===== config.mk =====
export PLATFORM = sky130hd
export DESIGN_NAME = pfc_host
export DESIGN_NICKNAME = d
export VERILOG_FILES = /design/src/rtl/pfc_pkg.sv /design/src/rtl/pfc_host.sv
export SDC_FILE = /design/constraint.sdc
export NUM_CORES = 1
export LEC_CHECK = 0
export ABC_AREA = 1
export BUFFER_PORTS_ARGS = -buffer_cell sky130_fd_sc_hd__buf_2
export CAP_MARGIN = 20
export CORE_UTILIZATION = 25
export DETAILED_ROUTE_END_ITERATION = 6
export PLACE_DENSITY = 0.5
export SLEW_MARGIN = 20
export SYNTH_ARGS = -nofsm -noshare
export SYNTH_HDL_FRONTEND = slang
export SYNTH_SLANG_ARGS = --single-unit

===== constraint.sdc =====
create_clock -name I_CLOCK -period 2.85 [get_ports I_CLOCK]
set_clock_uncertainty 0.2 [all_clocks]
set_input_delay 0.4275 -clock I_CLOCK [delete_from_list [all_inputs] [get_ports I_CLOCK]]
set_output_delay 0.4275 -clock I_CLOCK [all_outputs]
set_load 0.1 [all_outputs]

===== src/rtl/pfc_pkg.sv =====
// shared constants, types and command encodings for the parallel flash command host
`default_nettype none
package pfc_pkg;
	// ************************************************************
	// clock and pin timing
	// ************************************************************
	localparam int unsigned CLK_MHZ = 125;
	localparam int unsigned T_WP_NS = 45; // write strobe low, least
	localparam int unsigned T_WPH_NS = 45; // write strobe high, least
	localparam int unsigned T_ACC_NS = 45; // chip enable access, longest
	localparam int unsigned T_HZ_NS = 20; // output turn-off after strobe high
	localparam int unsigned SYNC_STAGES = 3;
	localparam int unsigned WP_CYC = (T_WP_NS * CLK_MHZ + 999) / 1000;
	localparam int unsigned WPH_CYC = (T_WPH_NS * CLK_MHZ + 999) / 1000;
	localparam int unsigned RD_CYC = (T_ACC_NS * CLK_MHZ + 999) / 1000 + SYNC_STAGES + 1;
	localparam int unsigned GAP_CYC = (T_HZ_NS * CLK_MHZ + 999) / 1000;

	// ************************************************************
	// operation timing (long counts become top-level parameters)
	// ************************************************************
	localparam int unsigned PROG_MAX_US = 50;
	localparam int unsigned ERASE_MAX_S = 1;
	localparam int unsigned POWERUP_WRITE_DELAY_MS = 5;
	localparam int unsigned POWERUP_READ_DELAY_US = 100;
	localparam int unsigned PROG_MAX_CYC = PROG_MAX_US * CLK_MHZ;
	localparam int unsigned ERASE_MAX_CYC = ERASE_MAX_S * CLK_MHZ * 1000000;
	localparam int unsigned PU_WRITE_CYC = POWERUP_WRITE_DELAY_MS * CLK_MHZ * 1000;
	localparam int unsigned PU_READ_CYC = POWERUP_READ_DELAY_US * CLK_MHZ;

	// ************************************************************
	// command cycle codes
	// ************************************************************
	localparam logic [15:0] ADDR_UNLOCK1 = 16'h5555;
	localparam logic [15:0] ADDR_UNLOCK2 = 16'h2AAA;
	localparam logic [15:0] ADDR_LOCK_QUERY = 16'h0002;
	localparam logic [15:0] ADDR_BOOT_END = 16'h1FFF;
	localparam logic [7:0] CODE_UNLOCK1 = 8'hAA;
	localparam logic [7:0] CODE_UNLOCK2 = 8'h55;
	localparam logic [7:0] CODE_ERASE_PRE = 8'h80;
	localparam logic [7:0] CODE_PROGRAM = 8'hA0;
	localparam logic [7:0] CODE_ID_ENTER = 8'h90;
	localparam logic [7:0] CODE_ID_EXIT = 8'hF0;
	localparam logic [7:0] CODE_CHIP_ERASE = 8'h10;
	localparam logic [7:0] CODE_MAIN_ERASE = 8'h30;
	localparam logic [7:0] CODE_LOCKOUT = 8'h40;
	localparam logic [7:0] LOCK_ACTIVE = 8'hFF;
	localparam logic [7:0] LOCK_INACTIVE = 8'hFE;
	localparam int unsigned TOGGLE_BIT = 6;

	// ************************************************************
	// types
	// ************************************************************
	typedef enum logic [2:0] {
		OP_READ = 3'h0,
		OP_PROGRAM = 3'h1,
		OP_CHIP_ERASE = 3'h2,
		OP_MAIN_ERASE = 3'h3,
		OP_LOCKOUT = 3'h4,
		OP_ID_ENTER = 3'h5,
		OP_ID_EXIT3 = 3'h6,
		OP_ID_EXIT1 = 3'h7
	} pfc_op_t;

	typedef struct packed {
		pfc_op_t op;
		logic [15:0] addr;
		logic [15:0] data;
	} pfc_req_t;

	typedef struct packed {
		logic [15:0] addr;
		logic [15:0] data;
	} pfc_cycle_t;

	typedef struct packed {
		logic ce_n;
		logic oe_n;
		logic we_n;
		logic dq_oe_n;
		logic [15:0] addr;
		logic [15:0] dq;
	} pfc_pins_t;

	localparam pfc_pins_t PINS_IDLE = '{ce_n: 1'b1, oe_n: 1'b1, we_n: 1'b1, dq_oe_n: 1'b1,
		addr: 16'h0000, dq: 16'h0000};
endpackage : pfc_pkg
`default_nettype wire


===== src/rtl/pfc_host.sv =====
// host-side sequencer that drives command cycles and polling on a parallel flash
`default_nettype none
module pfc_host
	import pfc_pkg::*;
#(
	parameter int unsigned PROG_TIMEOUT = PROG_MAX_CYC,
	parameter int unsigned ERASE_TIMEOUT = ERASE_MAX_CYC,
	parameter int unsigned PU_WRITE_WAIT = PU_WRITE_CYC,
	parameter int unsigned PU_READ_WAIT = PU_READ_CYC
) (
	input wire logic I_CLOCK,
	input wire logic I_RST_N,
	input wire logic I_REQ_VALID,
	input wire pfc_req_t I_REQ,
	output logic O_REQ_READY,
	output logic O_DONE,
	output logic O_ERR,
	output logic [15:0] O_RDATA,
	output logic O_ID_MODE,
	output logic O_LOCKED,
	output logic O_CE_N,
	output logic O_OE_N,
	output logic O_WE_N,
	output logic [15:0] O_ADDR,
	output logic [15:0] O_DQ,
	output logic O_DQ_OE_N,
	input wire logic [15:0] I_DQ
);
	// ************************************************************
	// command cycle tables
	// ************************************************************
	// address and data of a given cycle of a command; code cycles send a zero upper data byte, the program cycle sends the request address and data whole
	function automatic pfc_cycle_t seq_cycle(input pfc_op_t op, input logic [2:0] step, input pfc_req_t rq);
		pfc_cycle_t c;
		c = '{addr: ADDR_UNLOCK1, data: {8'h00, CODE_UNLOCK1}};
		if (op == OP_ID_EXIT1) begin
			c = '{addr: rq.addr, data: {8'h00, CODE_ID_EXIT}};
		end else begin
			unique case (step)
				3'h1, 3'h4: c = '{addr: ADDR_UNLOCK2, data: {8'h00, CODE_UNLOCK2}};
				3'h2: begin
					unique case (op)
						OP_PROGRAM: c.data = {8'h00, CODE_PROGRAM};
						OP_ID_ENTER: c.data = {8'h00, CODE_ID_ENTER};
						OP_ID_EXIT3: c.data = {8'h00, CODE_ID_EXIT};
						default: c.data = {8'h00, CODE_ERASE_PRE};
					endcase
				end
				3'h3: begin
					if (op == OP_PROGRAM) begin
						c = '{addr: rq.addr, data: rq.data};
					end
				end
				3'h5: begin
					unique case (op)
						OP_CHIP_ERASE: c.data = {8'h00, CODE_CHIP_ERASE};
						OP_MAIN_ERASE: c.data = {8'h00, CODE_MAIN_ERASE};
						default: c.data = {8'h00, CODE_LOCKOUT};
					endcase
				end
				default: c = '{addr: ADDR_UNLOCK1, data: {8'h00, CODE_UNLOCK1}};
			endcase
		end
		return c;
	endfunction

	// number of write cycles of a command
	function automatic logic [2:0] seq_len(input pfc_op_t op);
		logic [2:0] n;
		n = 3'h0;
		unique case (op)
			OP_CHIP_ERASE, OP_MAIN_ERASE, OP_LOCKOUT: n = 3'h6;
			OP_PROGRAM: n = 3'h4;
			OP_ID_ENTER, OP_ID_EXIT3: n = 3'h3;
			OP_ID_EXIT1: n = 3'h1;
			OP_READ: n = 3'h0;
		endcase
		return n;
	endfunction

	// ************************************************************
	// state and registers
	// ************************************************************
	typedef enum logic [2:0] {
		ST_IDLE = 3'h0,
		ST_WR_LOW = 3'h1,
		ST_WR_HIGH = 3'h2,
		ST_RD_LOW = 3'h3,
		ST_RD_HIGH = 3'h4,
		ST_POLL = 3'h5,
		ST_FINISH = 3'h6
	} pfc_state_t;

	pfc_state_t state_reg, state_next;
	pfc_pins_t pins_reg, pins_next;
	pfc_req_t req_reg, req_next;
	logic [2:0] step_reg, step_next;
	logic [31:0] cnt_reg, cnt_next;
	logic [31:0] tmo_reg, tmo_next;
	logic [31:0] pu_reg;
	logic [15:0] rdata_reg, rdata_next;
	logic [15:0] prev_reg, prev_next;
	logic poll_reg, poll_next;
	logic first_reg, first_next;
	logic err_reg, err_next;
	logic id_reg, id_next;
	logic lock_reg, lock_next;
	logic [15:0] dq_m1_reg, dq_m2_reg, dq_m3_reg, dq_stable_reg;

	// ************************************************************
	// decode
	// ************************************************************
	wire logic rd_ok = pu_reg >= 32'(PU_READ_WAIT);
	wire logic wr_ok = pu_reg >= 32'(PU_WRITE_WAIT);
	wire logic is_wr = I_REQ.op != OP_READ;
	wire logic accept = I_REQ_VALID && O_REQ_READY;
	wire logic polled_op = req_reg.op inside {OP_PROGRAM, OP_CHIP_ERASE, OP_MAIN_ERASE, OP_LOCKOUT};
	wire logic boot_hit = lock_reg && (I_REQ.addr <= ADDR_BOOT_END);
	wire logic [31:0] tmo_lim = (req_reg.op == OP_PROGRAM) ? 32'(PROG_TIMEOUT) : 32'(ERASE_TIMEOUT);
	wire logic [2:0] step_inc = step_reg + 3'h1;
	wire pfc_cycle_t cyc_first = seq_cycle(I_REQ.op, 3'h0, I_REQ);
	wire pfc_cycle_t cyc_next = seq_cycle(req_reg.op, step_inc, req_reg);
	// toggling stopped: two successive poll reads agree on the toggle bit
	wire logic settled = (rdata_reg[TOGGLE_BIT] == prev_reg[TOGGLE_BIT]);
	wire logic is_query = id_reg && (req_reg.addr == ADDR_LOCK_QUERY);

	assign O_REQ_READY = (state_reg == ST_IDLE) && (is_wr ? wr_ok : rd_ok);
	assign O_DONE = state_reg == ST_FINISH;
	assign O_ERR = err_reg;
	assign O_RDATA = rdata_reg;
	assign O_ID_MODE = id_reg;
	assign O_LOCKED = lock_reg;
	assign O_CE_N = pins_reg.ce_n;
	assign O_OE_N = pins_reg.oe_n;
	assign O_WE_N = pins_reg.we_n;
	assign O_ADDR = pins_reg.addr;
	assign O_DQ = pins_reg.dq;
	assign O_DQ_OE_N = pins_reg.dq_oe_n;

	// ************************************************************
	// sequencer
	// ************************************************************
	// one strobe phase per state; the counter times each phase, the timeout spans the whole poll
	always_comb begin
		state_next = state_reg;
		pins_next = pins_reg;
		req_next = req_reg;
		step_next = step_reg;
		cnt_next = cnt_reg + 32'h1;
		tmo_next = poll_reg ? tmo_reg + 32'h1 : 32'h0;
		rdata_next = rdata_reg;
		prev_next = prev_reg;
		poll_next = poll_reg;
		first_next = first_reg;
		err_next = err_reg;
		id_next = id_reg;
		lock_next = lock_reg;
		unique case (state_reg)
			ST_IDLE: begin
				cnt_next = 32'h0;
				if (accept) begin
					req_next = I_REQ;
					step_next = 3'h0;
					err_next = 1'b0;
					poll_next = 1'b0;
					if (I_REQ.op == OP_READ) begin
						pins_next = '{ce_n: 1'b0, oe_n: 1'b0, we_n: 1'b1, dq_oe_n: 1'b1,
							addr: I_REQ.addr, dq: 16'h0000};
						state_next = ST_RD_LOW;
					end else if (I_REQ.op == OP_PROGRAM && boot_hit) begin
						err_next = 1'b1;
						state_next = ST_FINISH;
					end else begin
						pins_next = '{ce_n: 1'b0, oe_n: 1'b1, we_n: 1'b0, dq_oe_n: 1'b0,
							addr: cyc_first.addr, dq: cyc_first.data};
						state_next = ST_WR_LOW;
					end
				end
			end
			ST_WR_LOW: begin
				if (cnt_reg >= 32'(WP_CYC - 1)) begin
					pins_next.ce_n = 1'b1;
					pins_next.we_n = 1'b1;
					cnt_next = 32'h0;
					state_next = ST_WR_HIGH;
				end
			end
			ST_WR_HIGH: begin
				// address and data are held through the high phase to cover hold time
				if (cnt_reg >= 32'(WPH_CYC - 1)) begin
					cnt_next = 32'h0;
					step_next = step_inc;
					if (step_inc < seq_len(req_reg.op)) begin
						pins_next = '{ce_n: 1'b0, oe_n: 1'b1, we_n: 1'b0, dq_oe_n: 1'b0,
							addr: cyc_next.addr, dq: cyc_next.data};
						state_next = ST_WR_LOW;
					end else if (polled_op) begin
						pins_next = '{ce_n: 1'b0, oe_n: 1'b0, we_n: 1'b1, dq_oe_n: 1'b1,
							addr: pins_reg.addr, dq: 16'h0000};
						poll_next = 1'b1;
						first_next = 1'b1;
						state_next = ST_RD_LOW;
					end else begin
						pins_next = PINS_IDLE;
						if (req_reg.op == OP_ID_ENTER) begin
							id_next = 1'b1;
						end else begin
							id_next = 1'b0;
						end
						state_next = ST_FINISH;
					end
				end
			end
			ST_RD_LOW: begin
				// wait covers access time plus the input synchroniser
				if (cnt_reg >= 32'(RD_CYC - 1)) begin
					prev_next = rdata_reg;
					rdata_next = dq_stable_reg;
					pins_next.ce_n = 1'b1;
					pins_next.oe_n = 1'b1;
					cnt_next = 32'h0;
					state_next = ST_RD_HIGH;
				end
			end
			ST_RD_HIGH: begin
				if (cnt_reg >= 32'(GAP_CYC - 1)) begin
					cnt_next = 32'h0;
					if (poll_reg) begin
						state_next = ST_POLL;
					end else begin
						if (is_query && rdata_reg[7:0] == LOCK_ACTIVE) begin
							lock_next = 1'b1;
						end else if (is_query && rdata_reg[7:0] == LOCK_INACTIVE) begin
							lock_next = 1'b0;
						end
						pins_next = PINS_IDLE;
						state_next = ST_FINISH;
					end
				end
			end
			ST_POLL: begin
				cnt_next = 32'h0;
				first_next = 1'b0;
				if (!first_reg && settled) begin
					poll_next = 1'b0;
					if (req_reg.op == OP_LOCKOUT) begin
						lock_next = 1'b1;
					end
					pins_next = PINS_IDLE;
					state_next = ST_FINISH;
				end else if (tmo_reg >= tmo_lim) begin
					poll_next = 1'b0;
					err_next = 1'b1;
					pins_next = PINS_IDLE;
					state_next = ST_FINISH;
				end else begin
					pins_next.ce_n = 1'b0;
					pins_next.oe_n = 1'b0;
					state_next = ST_RD_LOW;
				end
			end
			ST_FINISH: begin
				cnt_next = 32'h0;
				state_next = ST_IDLE;
			end
			default: begin
				pins_next = PINS_IDLE;
				state_next = ST_IDLE;
			end
		endcase
	end

	// ************************************************************
	// registers
	// ************************************************************
	// a reset stands for power loss, so id mode and lock knowledge are dropped
	always_ff @(posedge I_CLOCK or negedge I_RST_N) begin
		if (!I_RST_N) begin
			state_reg <= ST_IDLE;
			pins_reg <= PINS_IDLE;
			req_reg <= '0;
			step_reg <= 3'h0;
			cnt_reg <= 32'h0;
			tmo_reg <= 32'h0;
			rdata_reg <= 16'h0000;
			prev_reg <= 16'h0000;
			poll_reg <= 1'b0;
			first_reg <= 1'b0;
			err_reg <= 1'b0;
			id_reg <= 1'b0;
			lock_reg <= 1'b0;
		end else begin
			state_reg <= state_next;
			pins_reg <= pins_next;
			req_reg <= req_next;
			step_reg <= step_next;
			cnt_reg <= cnt_next;
			tmo_reg <= tmo_next;
			rdata_reg <= rdata_next;
			prev_reg <= prev_next;
			poll_reg <= poll_next;
			first_reg <= first_next;
			err_reg <= err_next;
			id_reg <= id_next;
			lock_reg <= lock_next;
		end
	end

	// power-up wait counter saturates once the longer delay has passed
	always_ff @(posedge I_CLOCK or negedge I_RST_N) begin
		if (!I_RST_N) begin
			pu_reg <= 32'h0;
		end else if (!wr_ok || !rd_ok) begin
			pu_reg <= pu_reg + 32'h1;
		end
	end

	// data pins are asynchronous; a value is taken only when stages two and three agree
	always_ff @(posedge I_CLOCK or negedge I_RST_N) begin
		if (!I_RST_N) begin
			dq_m1_reg <= 16'h0000;
			dq_m2_reg <= 16'h0000;
			dq_m3_reg <= 16'h0000;
			dq_stable_reg <= 16'h0000;
		end else begin
			dq_m1_reg <= I_DQ;
			dq_m2_reg <= dq_m1_reg;
			dq_m3_reg <= dq_m2_reg;
			if (dq_m2_reg == dq_m3_reg) begin
				dq_stable_reg <= dq_m3_reg;
			end
		end
	end
endmodule : pfc_host
`default_nettype wire


# Yosys cells after proc, flatten, opt, wreduce, memory -nomap -nowiden
# Memory sizes are Yosys's and may differ from the RTL's.
# Index checks and enable logic that the tools add are counted.
dict set report word_totals {
  register_bits 265
  romBits 24
  input_bits 54
  wordCells 197
  n_memories 1
}
# name depth word_bits read_ports rd_clocked_by_memory_dff write_ports line
set memory_table {}
lappend memory_table {{(no name shown)} 8 3 1 0 0 pfc_host.sv:71} ;# unique case (op)
dict set report op_classes {
  addsub 4
  order_cmp 8
  eq_ne 41
  mux 71
  bitwise_logic 6
  reduce_logical 41
}
# cell n
set ops {}
lappend ops {{two-way mux 36 bit} 9}
lappend ops {{two-way mux 32 bit} 7}
lappend ops {{case mux 33 bit (5 select lines)} 1}
lappend ops {{case mux 32 bit (4 select lines)} 1}
lappend ops {{adder 32 x 1 -> 32 bit, second input constant} 3}
lappend ops {{case mux 16 bit (4 select lines)} 1}
lappend ops {{two-way mux 3 bit} 15}
lappend ops {{two-way mux 34 bit} 1}
lappend ops {{greater-or-equal comparator 32 x 14 -> 1 bit, second input constant} 1}
lappend ops {{greater-or-equal comparator 32 x 2 -> 1 bit, second input constant} 1}
lappend ops {{greater-or-equal comparator 32 x 20 -> 1 bit, second input constant} 1}
lappend ops {{greater-or-equal comparator 32 x 27 -> 1 bit} 1}
lappend ops {{greater-or-equal comparator 32 x 3 -> 1 bit, second input constant} 1}
lappend ops {{greater-or-equal comparator 32 x 4 -> 1 bit, second input constant} 1}
lappend ops {{case mux 16 bit (2 select lines)} 1}
lappend ops {{equality test 3 bit, second input constant} 10}
lappend ops {{two-way mux 27 bit} 1}
lappend ops {{!= test 2 bit, second input constant} 12}
lappend ops {{AND reduction 8 bit} 3}
lappend ops {{case mux 7 bit (3 select lines)} 1}
lappend ops {{two-way mux 1 bit} 20}
lappend ops {{equality test 3 x 2 -> 1 bit, second input constant} 6}
lappend ops {{case mux 3 bit (6 select lines)} 1}
lappend ops {{equality test 16 bit} 1}
lappend ops {{31 further kinds} 71}

# Longest topological paths before layout
# Gate-level depths: netlist of run 1.
dict set report logic_depth {
  depth_word 8
  ltp_mapped 20
}

# Worst setup path before layout of run 1
# Ideal clock, no wire load.
dict set report synth_timing {
  kind {register to register}
  from {reg state_reg[2]}
  to {reg pins_reg, in the netlist O_DQ[10]}
  setup_time_ns 0.068
  arrival_ns 2.735
  required_ns 2.582
  path_slack_ns -0.153
  stages_incl_launch_ff 11
  period_less_slack_ns 3.003
  cell_sequence {dfrtp_1 > nand2_1 > nor2_1 > inv_1 > o21ai_0 > nor2_1 > nand3_4 > buf_6 > buf_6 > o21ai_1 > nand2_1}
}
dict set report synth_between {
  word_cells_on_any_way 19
}
# element line
set synth_lines {}
lappend synth_lines {{start, declared} pfc_host.sv:94} ;# pfc_state_t state_reg, state_next;
lappend synth_lines {{start signal, assigned} pfc_host.sv:293} ;# state_reg <= state_next;
lappend synth_lines {{equality test 3 bit (*)} --}
lappend synth_lines {{via O_DONE} pfc_host.sv:16} ;# output logic O_DONE,
lappend synth_lines {{OR reduction 3 bit (no source line) (*)} --}
lappend synth_lines {{NOT 1 bit (no source line)} --}
lappend synth_lines {{AND reduction 7 bit (no source line)} --}
lappend synth_lines {{end signal, assigned} pfc_host.sv:294} ;# pins_reg <= pins_next;
lappend synth_lines {{end, declared} pfc_host.sv:95} ;# pfc_pins_t pins_reg, pins_next;
# Mark *: on every way through the listed nets, which the timed path passes. The rest lies on a longest branch.
# A chain may end at the register's enable or synchronous reset.

# Final worst setup path of run 1
dict set report layout_timing {
  from {in I_REQ[33] in the netlist's numbering}
  to {out O_REQ_READY}
}
dict set report layout_between {
  elab_chain_cells 3
}
# element line
set layout_rtl {}
lappend layout_rtl {{start, declared} pfc_host.sv:14} ;# input wire pfc_req_t I_REQ,
lappend layout_rtl {{nonzero test 3 bit} pfc_host.sv:115} ;# wire logic is_wr = I_REQ.op != OP_READ;
lappend layout_rtl {{two-way mux 1 bit} pfc_host.sv:127} ;# assign O_REQ_READY = (state_reg == ST_IDLE) && (is_wr ? wr_ok : rd_ok);
lappend layout_rtl {{logical AND 1 bit} pfc_host.sv:127}
lappend layout_rtl {{end, declared} pfc_host.sv:15} ;# output logic O_REQ_READY,
# No other way between the ends.

==> out/metrics.yaml, run 1 <==
worstPathMaxFanout: 3
drc: 0
worstMarginPinSlew_ns: 0.690
worstSetupPathType: "input port to output pin"
slowest_delay_ns: 0.55
synth_area_per_cell_um2: 8.59
drtIter0Drc: 666
r2r_slack_ns: 0.20
yosysWarnings: 0
end_kind: "output pin"
status: "complete, no violations"
reg2reg_depth: 12
path_clk_slew_ns: 0.06
critical_path.startpoint: "I_REQ[33]"
vdd_drop_max_uv: 387
hpwl_um: 23200
rsz0062_at_grt: "yes"
power.density_mw_per_mm2: 497
place_ws_ns: 0.0439
synth_edf_count: 0
drt_first_pass_iters: 5
start_util_pct: 25.4
drv_slew: 0
path_depth: 10
ys_seq_area_share_pct: 52.3
grt_pass1_vias: 10200
rows: 81
port_buffers: 110
nNetsFinal: 1706
critPathLaunchType: "input port"
area_growth_pct: 25.2
viasPerCell: 4.36
hold_violations: 0
instances_no_fill: 2323
routed_wl_um: 31800
path_buf_inv: 5
crit_family: "buffers and inverters"
period_minus_slack_ns: 2.71
die-area_mm2: 0.0505
chipWidth_um: 225
grt_remaining_overflow: 0
final_layout_size_suffix_gt1_share_pct: 17.5
ant_nets: 0
ys_top_cells_by_count: "nand2_1, dfrtp_1, nor2_1"
placed_area_mm2: 0.0139
r2r_start: "step_reg[1]"
ys_top_cells_by_area: "dfrtp_1, nand2_1, nor2_1"
critPathCapture: "O_REQ_READY"
cts_sinks: 259
htreeDepth: 1
synth_cells: 1445
grt_first_pass_wirelength_um: 52100
yosys.area.top_type: "dfrtp_1"
design.core.area_mm2: 0.0490
setup_viol: 0
finalCritPeriodShare_pct: 95.0
gp_congestion: 0.909
root_buffer: "clkbuf_16"
arrival_ns: 2.08
synth_top_area_share_pct: 51.4
wl_per_cell_um: 13.7
hp-class: "flip-flop to flip-flop"
grt_max_degree: 83
yosys.cell_types.count: 48
critPathSlowestCell: "dlygate4sd3_1"
worstPathRequired_ns: 2.22
antenna_found_initial: 0
grt_use_total_pct: 12.7
crit_chain: "dlygate4sd3_1 -> buf_2 -> inv_1 -> nand2_1 -> nor2_1 -> inv_1 -> nor2_4 -> nand2_1 -> nand2_4 -> buf_12"
r2r_end: "O_ADDR[15]"
relSlewSlack_pct: 54.0
synth-main-ff-cell: "dfrtp_1"
num_io_pins: 111
insertion_delay_ns: 0.57
diodes: 0
cap_violations: 0
dieHeight_um: 225
synth.most_common_cell: "nand2_1"
cts_tree: "built"
num_vias: 10100
layout_setup_ws_ns: 0.142
ctsLongestPathBuffers: 3
clock.fmax_ghz: 0.369
cts_buffers: 29
finalInstanceArea_mm2: 0.0155
netlist_area_mm2: 0.0124
leakagePower_nw: 7.46
syn_nets: 1514
largest_reg_flops: 35
async_flop_share_pct: 100
dp_cells: 2213
synth-seq-cells: 259
[layout make-up]
type	count	area, um^2
well taps	664	831
clock inverters	17	159
clock buffers	36	812
flip-flops and latches	259	6490
multi-input cells	985	5170
fillers	5118	33400
inverters	162	608
repair buffers	200	1470
[worst register-to-register path: cells and delay by family, from the launching register on]
| kind | cells | cell delay, ns |
|---|---|---|
| AND/OR/NAND/NOR | 6 | 0.79 |
| flip-flops | 1 | 0.41 |
| adder cells (fa/ha/maj) | 2 | 0.46 |
| AO/OA/AOI/OAI | 2 | 0.42 |
| buffers and inverters | 2 | 0.29 |
[metal layers]
layer	up-vias	track usage [%]	routed length [um]
li1	5061	-	-
met1	4785	17.0	14800
met2	214	20.6	14900
met3	60	2.01	1260
met4	0	4.45	857
met5	-	0	0
[through the flow]
step | hold slack, ns | total power (W) | setup TNS [ns] | util, %
2_1_floorplan | -0.0681 | 0.00383 | 0 | -
3_3_place_gp | 0.132 | 0.00399 | 0 | 28.5
3_5_place_dp | 0.135 | 0.00399 | 0 | 28.5
4_1_cts | 0.149 | 0.00787 | 0 | 31.5
5_1_grt | 0.154 | 0.00804 | -0.0216 | 31.8
6_report | 0.147 | 0.00773 | 0 | 31.8
[worst min-delay path by stage]
stage | startpoint | endpoint | cells past startpoint
after floorplan | I_RST_N | O_ADDR[0] | 0
after global placement | dq_m1_reg[11] | dq_m2_reg[11] | 0
after detailed placement | dq_m1_reg[6] | dq_m2_reg[6] | 0
after CTS | dq_m1_reg[6] | dq_m2_reg[6] | 0
after global routing | dq_m1_reg[7] | dq_m2_reg[7] | 0
final | dq_m1_reg[13] | dq_m2_reg[13] | 0
[placed cells by master, fill, tap and decap left out, types with 30 or more instances in the layout]
cell	Yosys	layout
nor2_1	217	210
nand3_1	45	45
a21oi_1	55	53
nor3_1	53	53
buf_2	7	108
inv_1	155	153
dfrtp_1	255	252
o21ai_0	110	108
buf_4	0	30
dlygate4sd3_1	0	52
nand2_1	276	275
xor2_1	51	51
[timing repair]
action | 4_1_cts | 5_1_grt
hold buffers | 52 | 0
endpoints found under the hold margin | 127 | 0
setup buffers | 0 | 4
gates resized for setup | 0 | 24
endpoints found under the setup margin | 0 | 35
[logic make-up after synthesis]
group / Yosys count / share of synthesized area, %
AO/OA/AOI/OAI: 201 / 8.59
XOR/XNOR: 66 / 4.66
adder cells (fa/ha/maj): 15 / 1.51
buffers and inverters: 202 / 6.71
flip-flops: 259 / 52.3
multiplexers: 21 / 1.91
AND/OR/NAND/NOR: 681 / 24.4
[where the power goes]
part	total (W)	switching [W]	leakage, nW	internal, W
registers	0.00373	0.0000183	3.41	0.00371
logic	0.000238	0.000132	3.57	0.000106
clock network	0.00376	0.00155	0.483	0.00220
Power figures use the tool's default switching activity.
==> inputs of run 2 (changes only) <==
Settings changed: CELL_PAD_IN_SITES_DETAIL_PLACEMENT set to 0, CELL_PAD_IN_SITES_GLOBAL_PLACEMENT set to 1, PLACE_DENSITY 0.5 to 0.59.
==> run 2 against run 1 <==
Worst setup slack better by 0.025 ns. Routed wire length is 2.3% higher. Total power is 4.5% higher. Worst hold slack worse by 0.0011 ns. Via count is 0.23% lower. Cell area is 0.75% higher. Critical path type unchanged. Largest power group unchanged.
==> out/metrics.yaml, run 2 (synthesis gave the netlist of run 1 again) <==
root_buffer: "clkbuf_16"
place_ws_ns: 0.0113
ctsLongestPathBuffers: 3
slowest_delay_ns: 0.53
path_clk_slew_ns: 0.05
setup_tns_ns: 0
htreeDepth: 1
end_kind: "output pin"
hpwl_um: 23800
grt_first_pass_wirelength_um: 53600
final_layout_size_suffix_gt1_share_pct: 17.5
drc: 0
insertion_delay_ns: 0.58
port_buffers: 110
hp-class: "flip-flop to flip-flop"
num_vias: 10100
cts_tree: "built"
leakagePower_nw: 7.51
wl_per_cell_um: 14.0
grt_remaining_overflow: 0
grt_use_total_pct: 13.1
rsz0062_at_grt: "no"
num_io_pins: 111
design.core.area_mm2: 0.0490
dieHeight_um: 225
setup_viol: 0
top_usage_layer: "met2"
largest_reg_flops: 35
use_met2_pct: 21.3
worstPathRequired_ns: 2.22
final_common_cell: "nand2_1"
hold_violations: 0
worstSetupPathType: "input port to output pin"
cts_sinks: 259
rows: 81
routed_wl_um: 32500
grt_max_degree: 69
relSlewSlack_pct: 63.5
gp_congestion: 0.846
critPathSlowestCell: "dlygate4sd3_1"
start_util_pct: 25.4
finalCritPeriodShare_pct: 94.1
cap_violations: 0
grt_pass1_vias: 10300
r2r_slack_ns: 0.21
clock.fmax_ghz: 0.373
power.density_mw_per_mm2: 516
met1_usage_pct: 17.9
antenna_found_initial: 0
layout_setup_ws_ns: 0.167
cts_buffers: 31
period_minus_slack_ns: 2.68
drv_slew: 0
viasPerCell: 4.33
final_cell_mix: "nand2_1, dfrtp_1, nor2_1"
r2r_end: "O_ADDR[15]"
drt_first_pass_iters: 5
critical_path.startpoint: "I_REQ[33]"
nNetsFinal: 1714
reg2reg_depth: 12
critPathCapture: "O_REQ_READY"
worstPathMaxFanout: 3
status: "complete, no violations"
ant_nets: 0
worstMarginPinSlew_ns: 0.543
drtIter0Drc: 630
chipWidth_um: 225
met3_usage_pct: 2.36
die-area_mm2: 0.0505
critPathLaunchType: "input port"
area_growth_pct: 26.2
crit_chain: "dlygate4sd3_1 -> buf_2 -> inv_1 -> nand2_1 -> nor2_1 -> inv_1 -> nor2_1 -> buf_4 -> nand2_1 -> nand2_2 -> buf_12"
arrival_ns: 2.06
power_w: 0.00808
r2r_start: "step_reg[1]"
vdd_drop_max_uv: 448
## run 2: cell count changes in the layout (fill, tap and decap cells not counted), sizes merged
cell,previous run,this run
clkbuf,36,45
diode,0,1
clkinvlp,2,4
clkinv,13,2
inv,162,163
buf,148,154
bufinv,2,3
## run 2: critical path: cells and delay by family
kind | cells | cell delay, ns
buf+inv | 6 | 1.15
simple gates | 5 | 0.47
## run 2: repair_timing
item / CTS / global route
endpoints found under the setup margin: 7 / 39
cloned: 0 / 1
endpoints found under the hold margin: 113 / 0
gates resized for setup: 1 / 17
setup buffers: 0 / 8
pin swaps: 0 / 3
hold buffers: 52 / 0
## run 2: where the power goes
part	switching (W)	total [W]	internal, W	leakage (nW)
clock network	0.00160	0.00411	0.00250	0.514
registers	0.0000180	0.00373	0.00371	3.41
logic	0.000131	0.000235	0.000104	3.59
total	0.00175	0.00808	0.00632	7.51
## run 2: layer usage
metal / part of all wire (%) / vias up / wire, um
met5: 0 / - / 0
met1: 47 / 4805 / 15400
met3: 4.1 / 47 / 1340
met4: 2.2 / 0 / 717
li1: - / 5070 / -
met2: 46 / 175 / 15100
## run 2: worst min path at each step
stage                      start      endpoint  depth (start not counted)  slack [ns]
global route        dq_m1_reg[1]  dq_m2_reg[1]                          0        0.15
floorplan                I_RST_N     O_ADDR[0]                          0       -0.07
global placement    dq_m1_reg[9]  dq_m2_reg[9]                          0        0.13
finish              dq_m1_reg[7]  dq_m2_reg[7]                          0        0.15
detailed placement  dq_m1_reg[7]  dq_m2_reg[7]                          0        0.13
CTS                 dq_m1_reg[7]  dq_m2_reg[7]                          0        0.15
## run 2: per-stage QoR
| step | std cells | utilization [%] | cell area [um^2] | hold slack, ns |
|---|---|---|---|---|
| 2_1_floorplan | 1445 | - | 12400 | -0.0681 |
| 3_3_place_gp | 2215 | 28.5 | 13900 | 0.131 |
| 3_5_place_dp | 2215 | 28.5 | 13900 | 0.135 |
| 4_1_cts | 2322 | 31.7 | 15500 | 0.148 |
| 5_1_grt | 2331 | 32.0 | 15700 | 0.153 |
| 6_report | 2332 | 32.0 | 15700 | 0.145 |
## run 2: area by class of cell
cell class                      instances  area [um^2]
Inverter                              162          608
Multi-Input combinational cell        985         5150
Tap cell                              664          831
Clock inverter                         10          158
Sequential cell                       259         6490
Fill cell                            5127        33300
Antenna cell                            1         2.50
Timing Repair Buffer                  206         1510
Clock buffer                           45          918
